**config.mk**
```make
export PLATFORM = sky130hd
export DESIGN_NAME = field_locked_audio_clock_gen
export DESIGN_NICKNAME = d
export VERILOG_FILES = /design/src/audio_clock_pkg.sv /design/src/audio_div_if.sv /design/src/audio_clock_divider.sv /design/src/field_locked_audio_clock_gen.sv
export VERILOG_INCLUDE_DIRS = /design/src
export SDC_FILE = /design/constraint.sdc
export NUM_CORES = 1
export LEC_CHECK = 0
export BUFFER_PORTS_ARGS = -buffer_cell sky130_fd_sc_hd__buf_2
export CAP_MARGIN = 20
export CORE_ASPECT_RATIO = 0.9
export CORE_MARGIN = 2
export CORE_UTILIZATION = 40
export DETAILED_ROUTE_END_ITERATION = 16
export PLACE_DENSITY = 0.62
export SYNTH_ARGS = -nofsm -noshare
export SYNTH_HDL_FRONTEND = slang
export SYNTH_HIERARCHICAL = 1
export SYNTH_SLANG_ARGS = --single-unit
```
**constraint.sdc**
```tcl
create_clock -name clk -period 4 [get_ports clk]
set_clock_uncertainty 0.15 [all_clocks]
set_input_delay 0.2 -clock clk [delete_from_list [all_inputs] [get_ports clk]]
set_output_delay 0.2 -clock clk [all_outputs]
set_load 0.1 [all_outputs]
```
**src/audio_clock_defines.svh**
```systemverilog
// Constants for the field locked audio clock generator
// -----------------------------------------------------------------------
// -----------------------------------------------------------------------
`ifndef AUDIO_CLOCK_DEFINES_SVH
`define AUDIO_CLOCK_DEFINES_SVH

// -----------------------------------------------------------------------
// Subaddresses
// -----------------------------------------------------------------------
`define ADDR_CPF_LOW 8'h30
`define ADDR_CPF_MID 8'h31
`define ADDR_CPF_HIGH 8'h32
`define ADDR_NI_LOW 8'h34
`define ADDR_NI_MID 8'h35
`define ADDR_NI_HIGH 8'h36
`define ADDR_BIT_DIV 8'h38
`define ADDR_CH_DIV 8'h39
`define ADDR_CONTROL 8'h3A
`define ADDR_RANGE_LOW 8'h30
`define ADDR_RANGE_HIGH 8'h3F

// -----------------------------------------------------------------------
// Field positions and widths
// -----------------------------------------------------------------------
`define CPF_W 18
`define NI_W 22
`define DIV_W 6
`define ACC_W 23
`define NI_SHIFT 23
`define CTRL_PLL_OPEN 3
`define CTRL_VREF_EXT 2
`define CTRL_CH_PHASE 1
`define CTRL_BIT_PHASE 0
`define CPF_HIGH_W 2
`define NI_HIGH_W 6
`define TRIM_SHIFT 4

// -----------------------------------------------------------------------
// Reset values (48 kHz x 256 from the first crystal, 50 Hz field)
// -----------------------------------------------------------------------
`define CPF_RESET 18'h3C000
`define NI_RESET 22'h30FBCE
`define BIT_DIV_RESET 6'h03
`define CH_DIV_RESET 6'h10
`define CTRL_RESET 8'h00

`endif

```
**src/audio_clock_pkg.sv**
```systemverilog
// Types shared by the audio clock generator modules
package audio_clock_pkg;
    typedef logic [7:0] byte_t;
    typedef logic [5:0] div_t;
    typedef enum logic [2:0] {
        LOCK_IDLE = 3'b001,
        LOCK_RUN = 3'b010,
        LOCK_TRIM = 3'b100
    } lock_state_t;
endpackage

```
**src/audio_div_if.sv**
```systemverilog
// Divider settings carried from the register file to the divider chain
`timescale 1ns/1ps
interface audio_div_if;
    logic [5:0] bit_clock_div;
    logic [5:0] channel_clock_div;
    logic bit_clock_phase;
    logic channel_clock_phase;
    modport source (
        output bit_clock_div,
        output channel_clock_div,
        output bit_clock_phase,
        output channel_clock_phase
    );
    modport sink (
        input bit_clock_div,
        input channel_clock_div,
        input bit_clock_phase,
        input channel_clock_phase
    );
endinterface

```
**src/audio_clock_divider.sv**
```systemverilog
// Bit clock and channel clock divider chain fed from the divider input pin
`timescale 1ns/1ps
`include "audio_clock_defines.svh"
module audio_clock_divider (
    // Clock and reset
    input wire logic clk,
    input wire logic rst_n,
    // Looped master clock, sampled as a synchronous level
    input wire logic master_clock_divider_in,
    // Settings
    audio_div_if.sink cfg,
    // Divided clocks
    output logic serial_bit_clock,
    output logic channel_select_clock
);
    import audio_clock_pkg::*;

    logic mx_prev;
    logic mx_rise;
    logic mx_fall;
    logic mx_edge;
    logic [`DIV_W-1:0] bit_cnt;
    logic bit_prev;
    logic bit_edge;
    logic [`DIV_W-1:0] ch_cnt;

    // -------------------------------------------------------------------
    // Edge detection on the divider input
    // -------------------------------------------------------------------
    always_ff @(posedge clk or negedge rst_n) begin
        if (!rst_n) begin
            mx_prev <= 1'b0;
        end else begin
            mx_prev <= master_clock_divider_in;
        end
    end
    assign mx_rise = master_clock_divider_in & ~mx_prev;
    assign mx_fall = ~master_clock_divider_in & mx_prev;
    // Phase picks which input edge moves the bit clock
    assign mx_edge = cfg.bit_clock_phase ? mx_rise : mx_fall;

    // Bit clock toggles every div+1 chosen input edges
    always_ff @(posedge clk or negedge rst_n) begin
        if (!rst_n) begin
            bit_cnt <= '0;
            serial_bit_clock <= 1'b0;
        end else if (mx_edge) begin
            if (bit_cnt >= cfg.bit_clock_div) begin
                bit_cnt <= '0;
                serial_bit_clock <= ~serial_bit_clock;
            end else begin
                bit_cnt <= bit_cnt + 1'b1;
            end
        end
    end

    // -------------------------------------------------------------------
    // Channel clock from bit clock edges
    // -------------------------------------------------------------------
    always_ff @(posedge clk or negedge rst_n) begin
        if (!rst_n) begin
            bit_prev <= 1'b0;
        end else begin
            bit_prev <= serial_bit_clock;
        end
    end
    assign bit_edge = cfg.channel_clock_phase ?
        (serial_bit_clock & ~bit_prev) :
        (~serial_bit_clock & bit_prev);

    // A divider of zero acts as one, having no legal meaning
    always_ff @(posedge clk or negedge rst_n) begin
        if (!rst_n) begin
            ch_cnt <= '0;
            channel_select_clock <= 1'b0;
        end else if (bit_edge) begin
            if (ch_cnt + 1'b1 >= cfg.channel_clock_div) begin
                ch_cnt <= '0;
                channel_select_clock <= ~channel_select_clock;
            end else begin
                ch_cnt <= ch_cnt + 1'b1;
            end
        end
    end
endmodule

```
**src/field_locked_audio_clock_gen.sv**
```systemverilog
// Field locked audio master clock synthesiser with register file
`timescale 1ns/1ps
`include "audio_clock_defines.svh"
module field_locked_audio_clock_gen (
    // Crystal domain clock and reset
    input wire logic clk,
    input wire logic rst_n,
    // Strap for crystal selection, caught after reset release
    input wire logic crystal_select_strap,
    // Byte subaddress register port
    input wire logic reg_write,
    input wire logic reg_read,
    input wire audio_clock_pkg::byte_t reg_addr,
    input wire audio_clock_pkg::byte_t reg_wdata,
    output audio_clock_pkg::byte_t reg_rdata,
    // Vertical references
    input wire logic internal_vsync,
    input wire logic external_vsync,
    // Looped master clock input
    input wire logic master_clock_divider_in,
    // Audio clocks
    output logic synth_master_clock_out,
    output logic serial_bit_clock,
    output logic channel_select_clock,
    // Status
    output logic crystal_alt_selected,
    output logic field_locked
);
    import audio_clock_pkg::*;

    // -------------------------------------------------------------------
    // Register storage
    // -------------------------------------------------------------------
    logic [`CPF_W-1:0] clocks_per_field;
    logic [`NI_W-1:0] nominal_increment;
    div_t bit_clock_div;
    div_t channel_clock_div;
    logic pll_open_select;
    logic vertical_ref_select;
    logic channel_clock_phase;
    logic bit_clock_phase;
    logic strap_taken;

    // -------------------------------------------------------------------
    // Synthesiser state
    // -------------------------------------------------------------------
    logic [`ACC_W-1:0] phase_acc;
    logic [`NI_W:0] next_phase_step;
    logic [`ACC_W-1:0] next_phase_acc;
    logic signed [`NI_W:0] trim;
    logic [`CPF_W-1:0] clk_count;
    logic [`CPF_W-1:0] last_count;
    logic vref_prev;
    logic vref;
    logic vref_edge;
    logic synth_prev;
    logic synth_rise;
    lock_state_t lock_state;
    byte_t next_rdata;

    audio_div_if div_bus ();

    // Range check used for write decode only; reads decode each address
    function automatic logic in_audio_range(input byte_t a);
        in_audio_range = (a >= `ADDR_RANGE_LOW) && (a <= `ADDR_RANGE_HIGH);
    endfunction

    // -------------------------------------------------------------------
    // Register writes
    // -------------------------------------------------------------------
    // Writes outside the audio range are ignored by this block
    always_ff @(posedge clk or negedge rst_n) begin
        if (!rst_n) begin
            clocks_per_field <= `CPF_RESET;
            nominal_increment <= `NI_RESET;
            bit_clock_div <= `BIT_DIV_RESET;
            channel_clock_div <= `CH_DIV_RESET;
            pll_open_select <= 1'(`CTRL_RESET >> `CTRL_PLL_OPEN);
            vertical_ref_select <= 1'b0;
            channel_clock_phase <= 1'b0;
            bit_clock_phase <= 1'b0;
        end else if (reg_write && in_audio_range(reg_addr)) begin
            case (reg_addr)
                `ADDR_CPF_LOW: clocks_per_field[7:0] <= reg_wdata;
                `ADDR_CPF_MID: clocks_per_field[15:8] <= reg_wdata;
                `ADDR_CPF_HIGH: begin
                    clocks_per_field[17:16] <=
                        reg_wdata[`CPF_HIGH_W-1:0];
                end
                `ADDR_NI_LOW: nominal_increment[7:0] <= reg_wdata;
                `ADDR_NI_MID: nominal_increment[15:8] <= reg_wdata;
                `ADDR_NI_HIGH: begin
                    nominal_increment[21:16] <=
                        reg_wdata[`NI_HIGH_W-1:0];
                end
                `ADDR_BIT_DIV: bit_clock_div <= reg_wdata[`DIV_W-1:0];
                `ADDR_CH_DIV: channel_clock_div <= reg_wdata[`DIV_W-1:0];
                `ADDR_CONTROL: begin
                    pll_open_select <= reg_wdata[`CTRL_PLL_OPEN];
                    vertical_ref_select <= reg_wdata[`CTRL_VREF_EXT];
                    channel_clock_phase <= reg_wdata[`CTRL_CH_PHASE];
                    bit_clock_phase <= reg_wdata[`CTRL_BIT_PHASE];
                end
                default: begin
                end
            endcase
        end
    end

    // -------------------------------------------------------------------
    // Register reads
    // -------------------------------------------------------------------
    // Unused bits and unmapped addresses read as zero
    always_comb begin
        next_rdata = 8'h00;
        case (reg_addr)
            `ADDR_CPF_LOW: next_rdata = clocks_per_field[7:0];
            `ADDR_CPF_MID: next_rdata = clocks_per_field[15:8];
            `ADDR_CPF_HIGH: next_rdata = {6'h00, clocks_per_field[17:16]};
            `ADDR_NI_LOW: next_rdata = nominal_increment[7:0];
            `ADDR_NI_MID: next_rdata = nominal_increment[15:8];
            `ADDR_NI_HIGH: next_rdata = {2'h0, nominal_increment[21:16]};
            `ADDR_BIT_DIV: next_rdata = {2'h0, bit_clock_div};
            `ADDR_CH_DIV: next_rdata = {2'h0, channel_clock_div};
            `ADDR_CONTROL: begin
                next_rdata = {4'h0, pll_open_select, vertical_ref_select,
                    channel_clock_phase, bit_clock_phase};
            end
            default: next_rdata = 8'h00;
        endcase
    end

    // Read data is registered, valid the cycle after reg_read
    always_ff @(posedge clk or negedge rst_n) begin
        if (!rst_n) begin
            reg_rdata <= 8'h00;
        end else if (reg_read) begin
            reg_rdata <= next_rdata;
        end
    end

    // -------------------------------------------------------------------
    // Crystal strap
    // -------------------------------------------------------------------
    // Strap is taken on the first edge after release, never again
    always_ff @(posedge clk or negedge rst_n) begin
        if (!rst_n) begin
            strap_taken <= 1'b0;
            crystal_alt_selected <= 1'b0;
        end else if (!strap_taken) begin
            strap_taken <= 1'b1;
            crystal_alt_selected <= crystal_select_strap;
        end
    end

    // -------------------------------------------------------------------
    // Vertical reference selection and edge
    // -------------------------------------------------------------------
    assign vref = vertical_ref_select ? external_vsync
                                      : internal_vsync;
    always_ff @(posedge clk or negedge rst_n) begin
        if (!rst_n) begin
            vref_prev <= 1'b0;
        end else begin
            vref_prev <= vref;
        end
    end
    assign vref_edge = vref & ~vref_prev;

    // -------------------------------------------------------------------
    // Phase accumulator running on the crystal clock
    // -------------------------------------------------------------------
    // Increment is nominal plus trim, nominal alone with the loop open; the accumulator MSB is the
    // synthesised clock, at step/2^23 times the crystal rate;
    // its jitter is one crystal period
    always_comb begin
        if (pll_open_select) begin
            next_phase_step = {1'b0, nominal_increment};
        end else begin
            next_phase_step = {1'b0, nominal_increment} + trim;
        end
        next_phase_acc = phase_acc + next_phase_step;
    end

    always_ff @(posedge clk or negedge rst_n) begin
        if (!rst_n) begin
            phase_acc <= '0;
            synth_master_clock_out <= 1'b0;
        end else begin
            phase_acc <= next_phase_acc;
            synth_master_clock_out <= next_phase_acc[`ACC_W-1];
        end
    end

    // -------------------------------------------------------------------
    // Field lock: count master clocks between vertical references
    // -------------------------------------------------------------------
    always_ff @(posedge clk or negedge rst_n) begin
        if (!rst_n) begin
            synth_prev <= 1'b0;
        end else begin
            synth_prev <= synth_master_clock_out;
        end
    end
    assign synth_rise = synth_master_clock_out & ~synth_prev;

    always_ff @(posedge clk or negedge rst_n) begin
        if (!rst_n) begin
            clk_count <= '0;
            last_count <= '0;
        end else if (vref_edge) begin
            last_count <= clk_count;
            clk_count <= {{(`CPF_W-1){1'b0}}, synth_rise};
        end else if (synth_rise) begin
            clk_count <= clk_count + 1'b1;
        end
    end

    // Lock state: idle until first reference, then trim once per field
    always_ff @(posedge clk or negedge rst_n) begin
        if (!rst_n) begin
            lock_state <= LOCK_IDLE;
        end else begin
            case (lock_state)
                LOCK_IDLE: if (vref_edge) lock_state <= LOCK_RUN;
                LOCK_RUN: if (vref_edge) lock_state <= LOCK_TRIM;
                LOCK_TRIM: lock_state <= LOCK_RUN;
                default: lock_state <= LOCK_IDLE;
            endcase
        end
    end

    // Slow loop: nudge trim by a fixed step of 16 toward the target count per field.
    // A small step keeps jitter low at the cost of slow pull-in.
    always_ff @(posedge clk or negedge rst_n) begin
        if (!rst_n) begin
            trim <= '0;
            field_locked <= 1'b0;
        end else if (pll_open_select) begin
            trim <= '0;
            field_locked <= 1'b0;
        end else if (lock_state == LOCK_TRIM) begin
            field_locked <= (last_count == clocks_per_field);
            if (last_count < clocks_per_field) begin
                trim <= trim + (`NI_W+1)'(1 << `TRIM_SHIFT);
            end else if (last_count > clocks_per_field) begin
                trim <= trim - (`NI_W+1)'(1 << `TRIM_SHIFT);
            end
        end
    end

    // -------------------------------------------------------------------
    // Divider chain on the separate input pin
    // -------------------------------------------------------------------
    assign div_bus.bit_clock_div = bit_clock_div;
    assign div_bus.channel_clock_div = channel_clock_div;
    assign div_bus.bit_clock_phase = bit_clock_phase;
    assign div_bus.channel_clock_phase = channel_clock_phase;

    // Only the dividers see the looped input; lets it be our output
    audio_clock_divider u_divider (
        .clk(clk),
        .rst_n(rst_n),
        .master_clock_divider_in(master_clock_divider_in),
        .cfg(div_bus),
        .serial_bit_clock(serial_bit_clock),
        .channel_select_clock(channel_select_clock)
    );
endmodule

```
==> impl_metrics.yaml <==
cts:
  clock_path_buffers: 2
  cts_buffers: 17
  cts.reportedPaths.clkPinSlew_ps: 70
  htreeDepth: 4
  root_buffer: "clkbuf_16"
  cts.sinks: 166
  worstSkewPairLatency_ps: 430
  cts_tree: "done"
pwr:
  p_leak_uw: 0.005808
  cellPowerDensity_nw_per_um2: 450.3
  ir_worst_vdd_mv: 0.3310
synth:
  synth_edf_count: 0
  yosys_register_bits: 166
  syn-num-nets: 1102
  synth_cell_type_count: 68
  synth_top_area_share_pct: 35.42
  syn_area_sq_um: 10170
  ys_seq_area_share_pct: 41.11
  post_synth.cell_area_avg_sq_um: 10.33
  yosysMostFrequentCell: "dfrtp_1"
  synthArstFlopShare_pct: 100.0
  ys.flop_type: "dfrtp_1"
  ys_warn_count: 6
  synth_cells: 985
  synth_top_area_cell: "dfrtp_1"
  synth_area_leaders: "dfrtp_1 (35%), ha_1 (11%), mux2_2 (8.3%)"
  yosys-top-cells-count: "dfrtp_1 (144), ha_1 (91), nand2_1 (89)"
layout:
  num-nets-final: 1221
  drive_gt1_share_pct: 26.86
  fin_util_pct: 48.73
  fin_cells: 1459
  diodes: 0
  area_delta_synth_final_pct: 20.00
setup_path:
  slowest_delay_ps: 380
  crit_path_start_kind: "register"
  cp_slowest_cell: "dfrtp_1"
  cp-end-kind: "register"
  critical_path_class: "reg2reg"
  arrival_ps: 4180
  crit_chain: "ha_1, a2111o_1, o22a_1, a31o_2, and2_4, o21a_1, nor2_1, xor2_1, o21ai_1, ha_1, a21o_1, a21oi_2, nor2b_2, a311oi_4, nor3_2, a2111oi_4, xor2_1, xnor2_1"
  crit_fanout: 2
  cp_data_required_time_ps: 4200
global_route:
  grtUsageTotal_pct: 18.62
  grt_max_degree: 98
  grt_pass1_wl_um: 38960
  overflow: 0
  grt_pass1_vias: 7487
  antenna_found_initial: 0
floorplanning:
  io_pins: 37
  rows: 55
  die_h_um: 155.3
  fp.dieW_um: 172.1
  initial_core_util_pct: 40.61
  die_area_sq_um: 26720
  core_sq_um: 25050
sta:
  period_needed_ps: 3976
  hold_slack_ps: 15.56
  timing.final.crit_share_pct: 99.40
  grt_setup_unrepaired: "true"
  worst_pin_slew_ps: 920.4
  max_freq_mhz: 251.5
  slew_viol_final: 0
  slew_headroom_pct: 38.64
  setup_viol: 0
  hold_violations: 0
detailed_routing:
  wl_per_cell_um: 16.47
  via_per_inst: 5.232
  ant_nets: 0
  drcViolationCount: 0
  first_iter_violations: 472
  routed_wl_um: 24020
  drtPass1Iterations: 5
  vias: 7633
worst_hold_path:
  hp-class: "in2reg"
placement:
  place_inst: 1400
  gp_congestion: 0.8198
  portBuffers: 36
  detailed_place_hpwl_um: 17390
job:
  max_cap_violations: 0
outcome:
  status: "finished, final reports clean"
## state kept, by name, indices dropped and copies added (netlist names), 3 cells and up
register / cells
phase_acc: 23
last_count: 18
nominal_increment: 22
clk_count: 18
clocks_per_field: 18
trim: 19
u_divider/ch_cnt: 6
u_divider/bit_cnt: 6
channel_clock_div: 6
lock_state: 3
reg_rdata: 8
bit_clock_div: 6
## kinds of logic after synthesis
group | Yosys count | share of synthesized area (%)
fa+ha+maj | 93 | 11.59
buf+inv | 83 | 3.063
simple gates | 258 | 12.35
flops | 166 | 41.11
mux | 91 | 10.86
other cells | 1 | 0.03686
xor+xnor | 72 | 6.199
compound gates | 221 | 14.80
## final timing paths
kind	startpoint	to	slack, ps	cells after the start
hold / removal	reg_wdata[3]	nominal_increment[19]$_DFFE_PN0P_	20	2
setup / recovery	trim[10]$_DFFE_PN0P_	phase_acc[22]$_DFF_PN0_	20	18
hold reg to reg	phase_acc[0]$_DFF_PN0_	phase_acc[0]$_DFF_PN0_	320	1
setup reg to reg	trim[10]$_DFFE_PN0P_	phase_acc[22]$_DFF_PN0_	20	18
min in group asynchronous	rst_n	clk_count[11]$_DFFE_PN0P_	270	2
max in group asynchronous	rst_n	nominal_increment[8]$_DFFE_PN1P_	2420	3
## layout by cell type (no fill, tap or decap), types with 41 or more instances in the layout
cell type / Yosys / final
ha_1: 91 / 84
nor2_1: 54 / 51
xnor2_1: 41 / 41
inv_1: 55 / 53
buf_4: 0 / 79
a21oi_1: 47 / 41
mux2_2: 75 / 75
dfrtp_1: 144 / 143
o21ai_0: 65 / 59
nand2_1: 89 / 89
## what timing repair did
item                       4_1_cts  5_1_grt
resized for setup               14       22
hold endpoints to repair       110        0
hold buffers                    11        0
pin swaps                       11       24
setup endpoints to repair        9       13
buffers inserted                 8        8
## report_power, final
part / switching (uW) / internal, uW
combinational: 940 / 743
sequential: 155 / 1930
clock: 782 / 951
total: 1880 / 3620
## cell type report
class / count / area (sq um)
clock buffer: 17 / 425.4
clock inverter: 15 / 183.9
fill: 2340 / 12840
inverter: 55 / 206.4
multi-input combinational: 736 / 5864
sequential: 166 / 4183
tap: 342 / 427.9
timing repair buffer: 128 / 915.9
## stage by stage
| stage | area (sq um) | total power, uW | worst slack [ps] | TNS [ps] |
|---|---|---|---|---|
| 6_report | 12210 | 5497 | 23.88 | 0 |
| 5_1_grt | 12210 | 5818 | -177.4 | -833.3 |
| 4_1_cts | 12040 | 5522 | -24.70 | -30.09 |
| 3_5_place_dp | 11190 | 3738 | -158.8 | -352.9 |
| 3_3_place_gp | 11190 | 3705 | -116.8 | -116.8 |
| 2_1_floorplan | 10190 | 3253 | 20.10 | 0 |
## metal layers
metal  GRT usage (%)  up-vias  share of wire, %
met5               0        -                 0
met4           4.562        0               1.5
met3           3.714       20               4.2
met2           28.53      124                45
met1           27.01     3699                50
li1                -     3790                 -
## worst max-delay path: cells and delay by family, from the launching register on
kind	cells	cell delay (ps)
AO/OA/AOI/OAI	9	1800
adder cells (fa/ha/maj)	2	610
XOR/XNOR	3	490
AND/OR/NAND/NOR	4	430
flip-flops	1	380
Power figures use the tool's default switching activity.
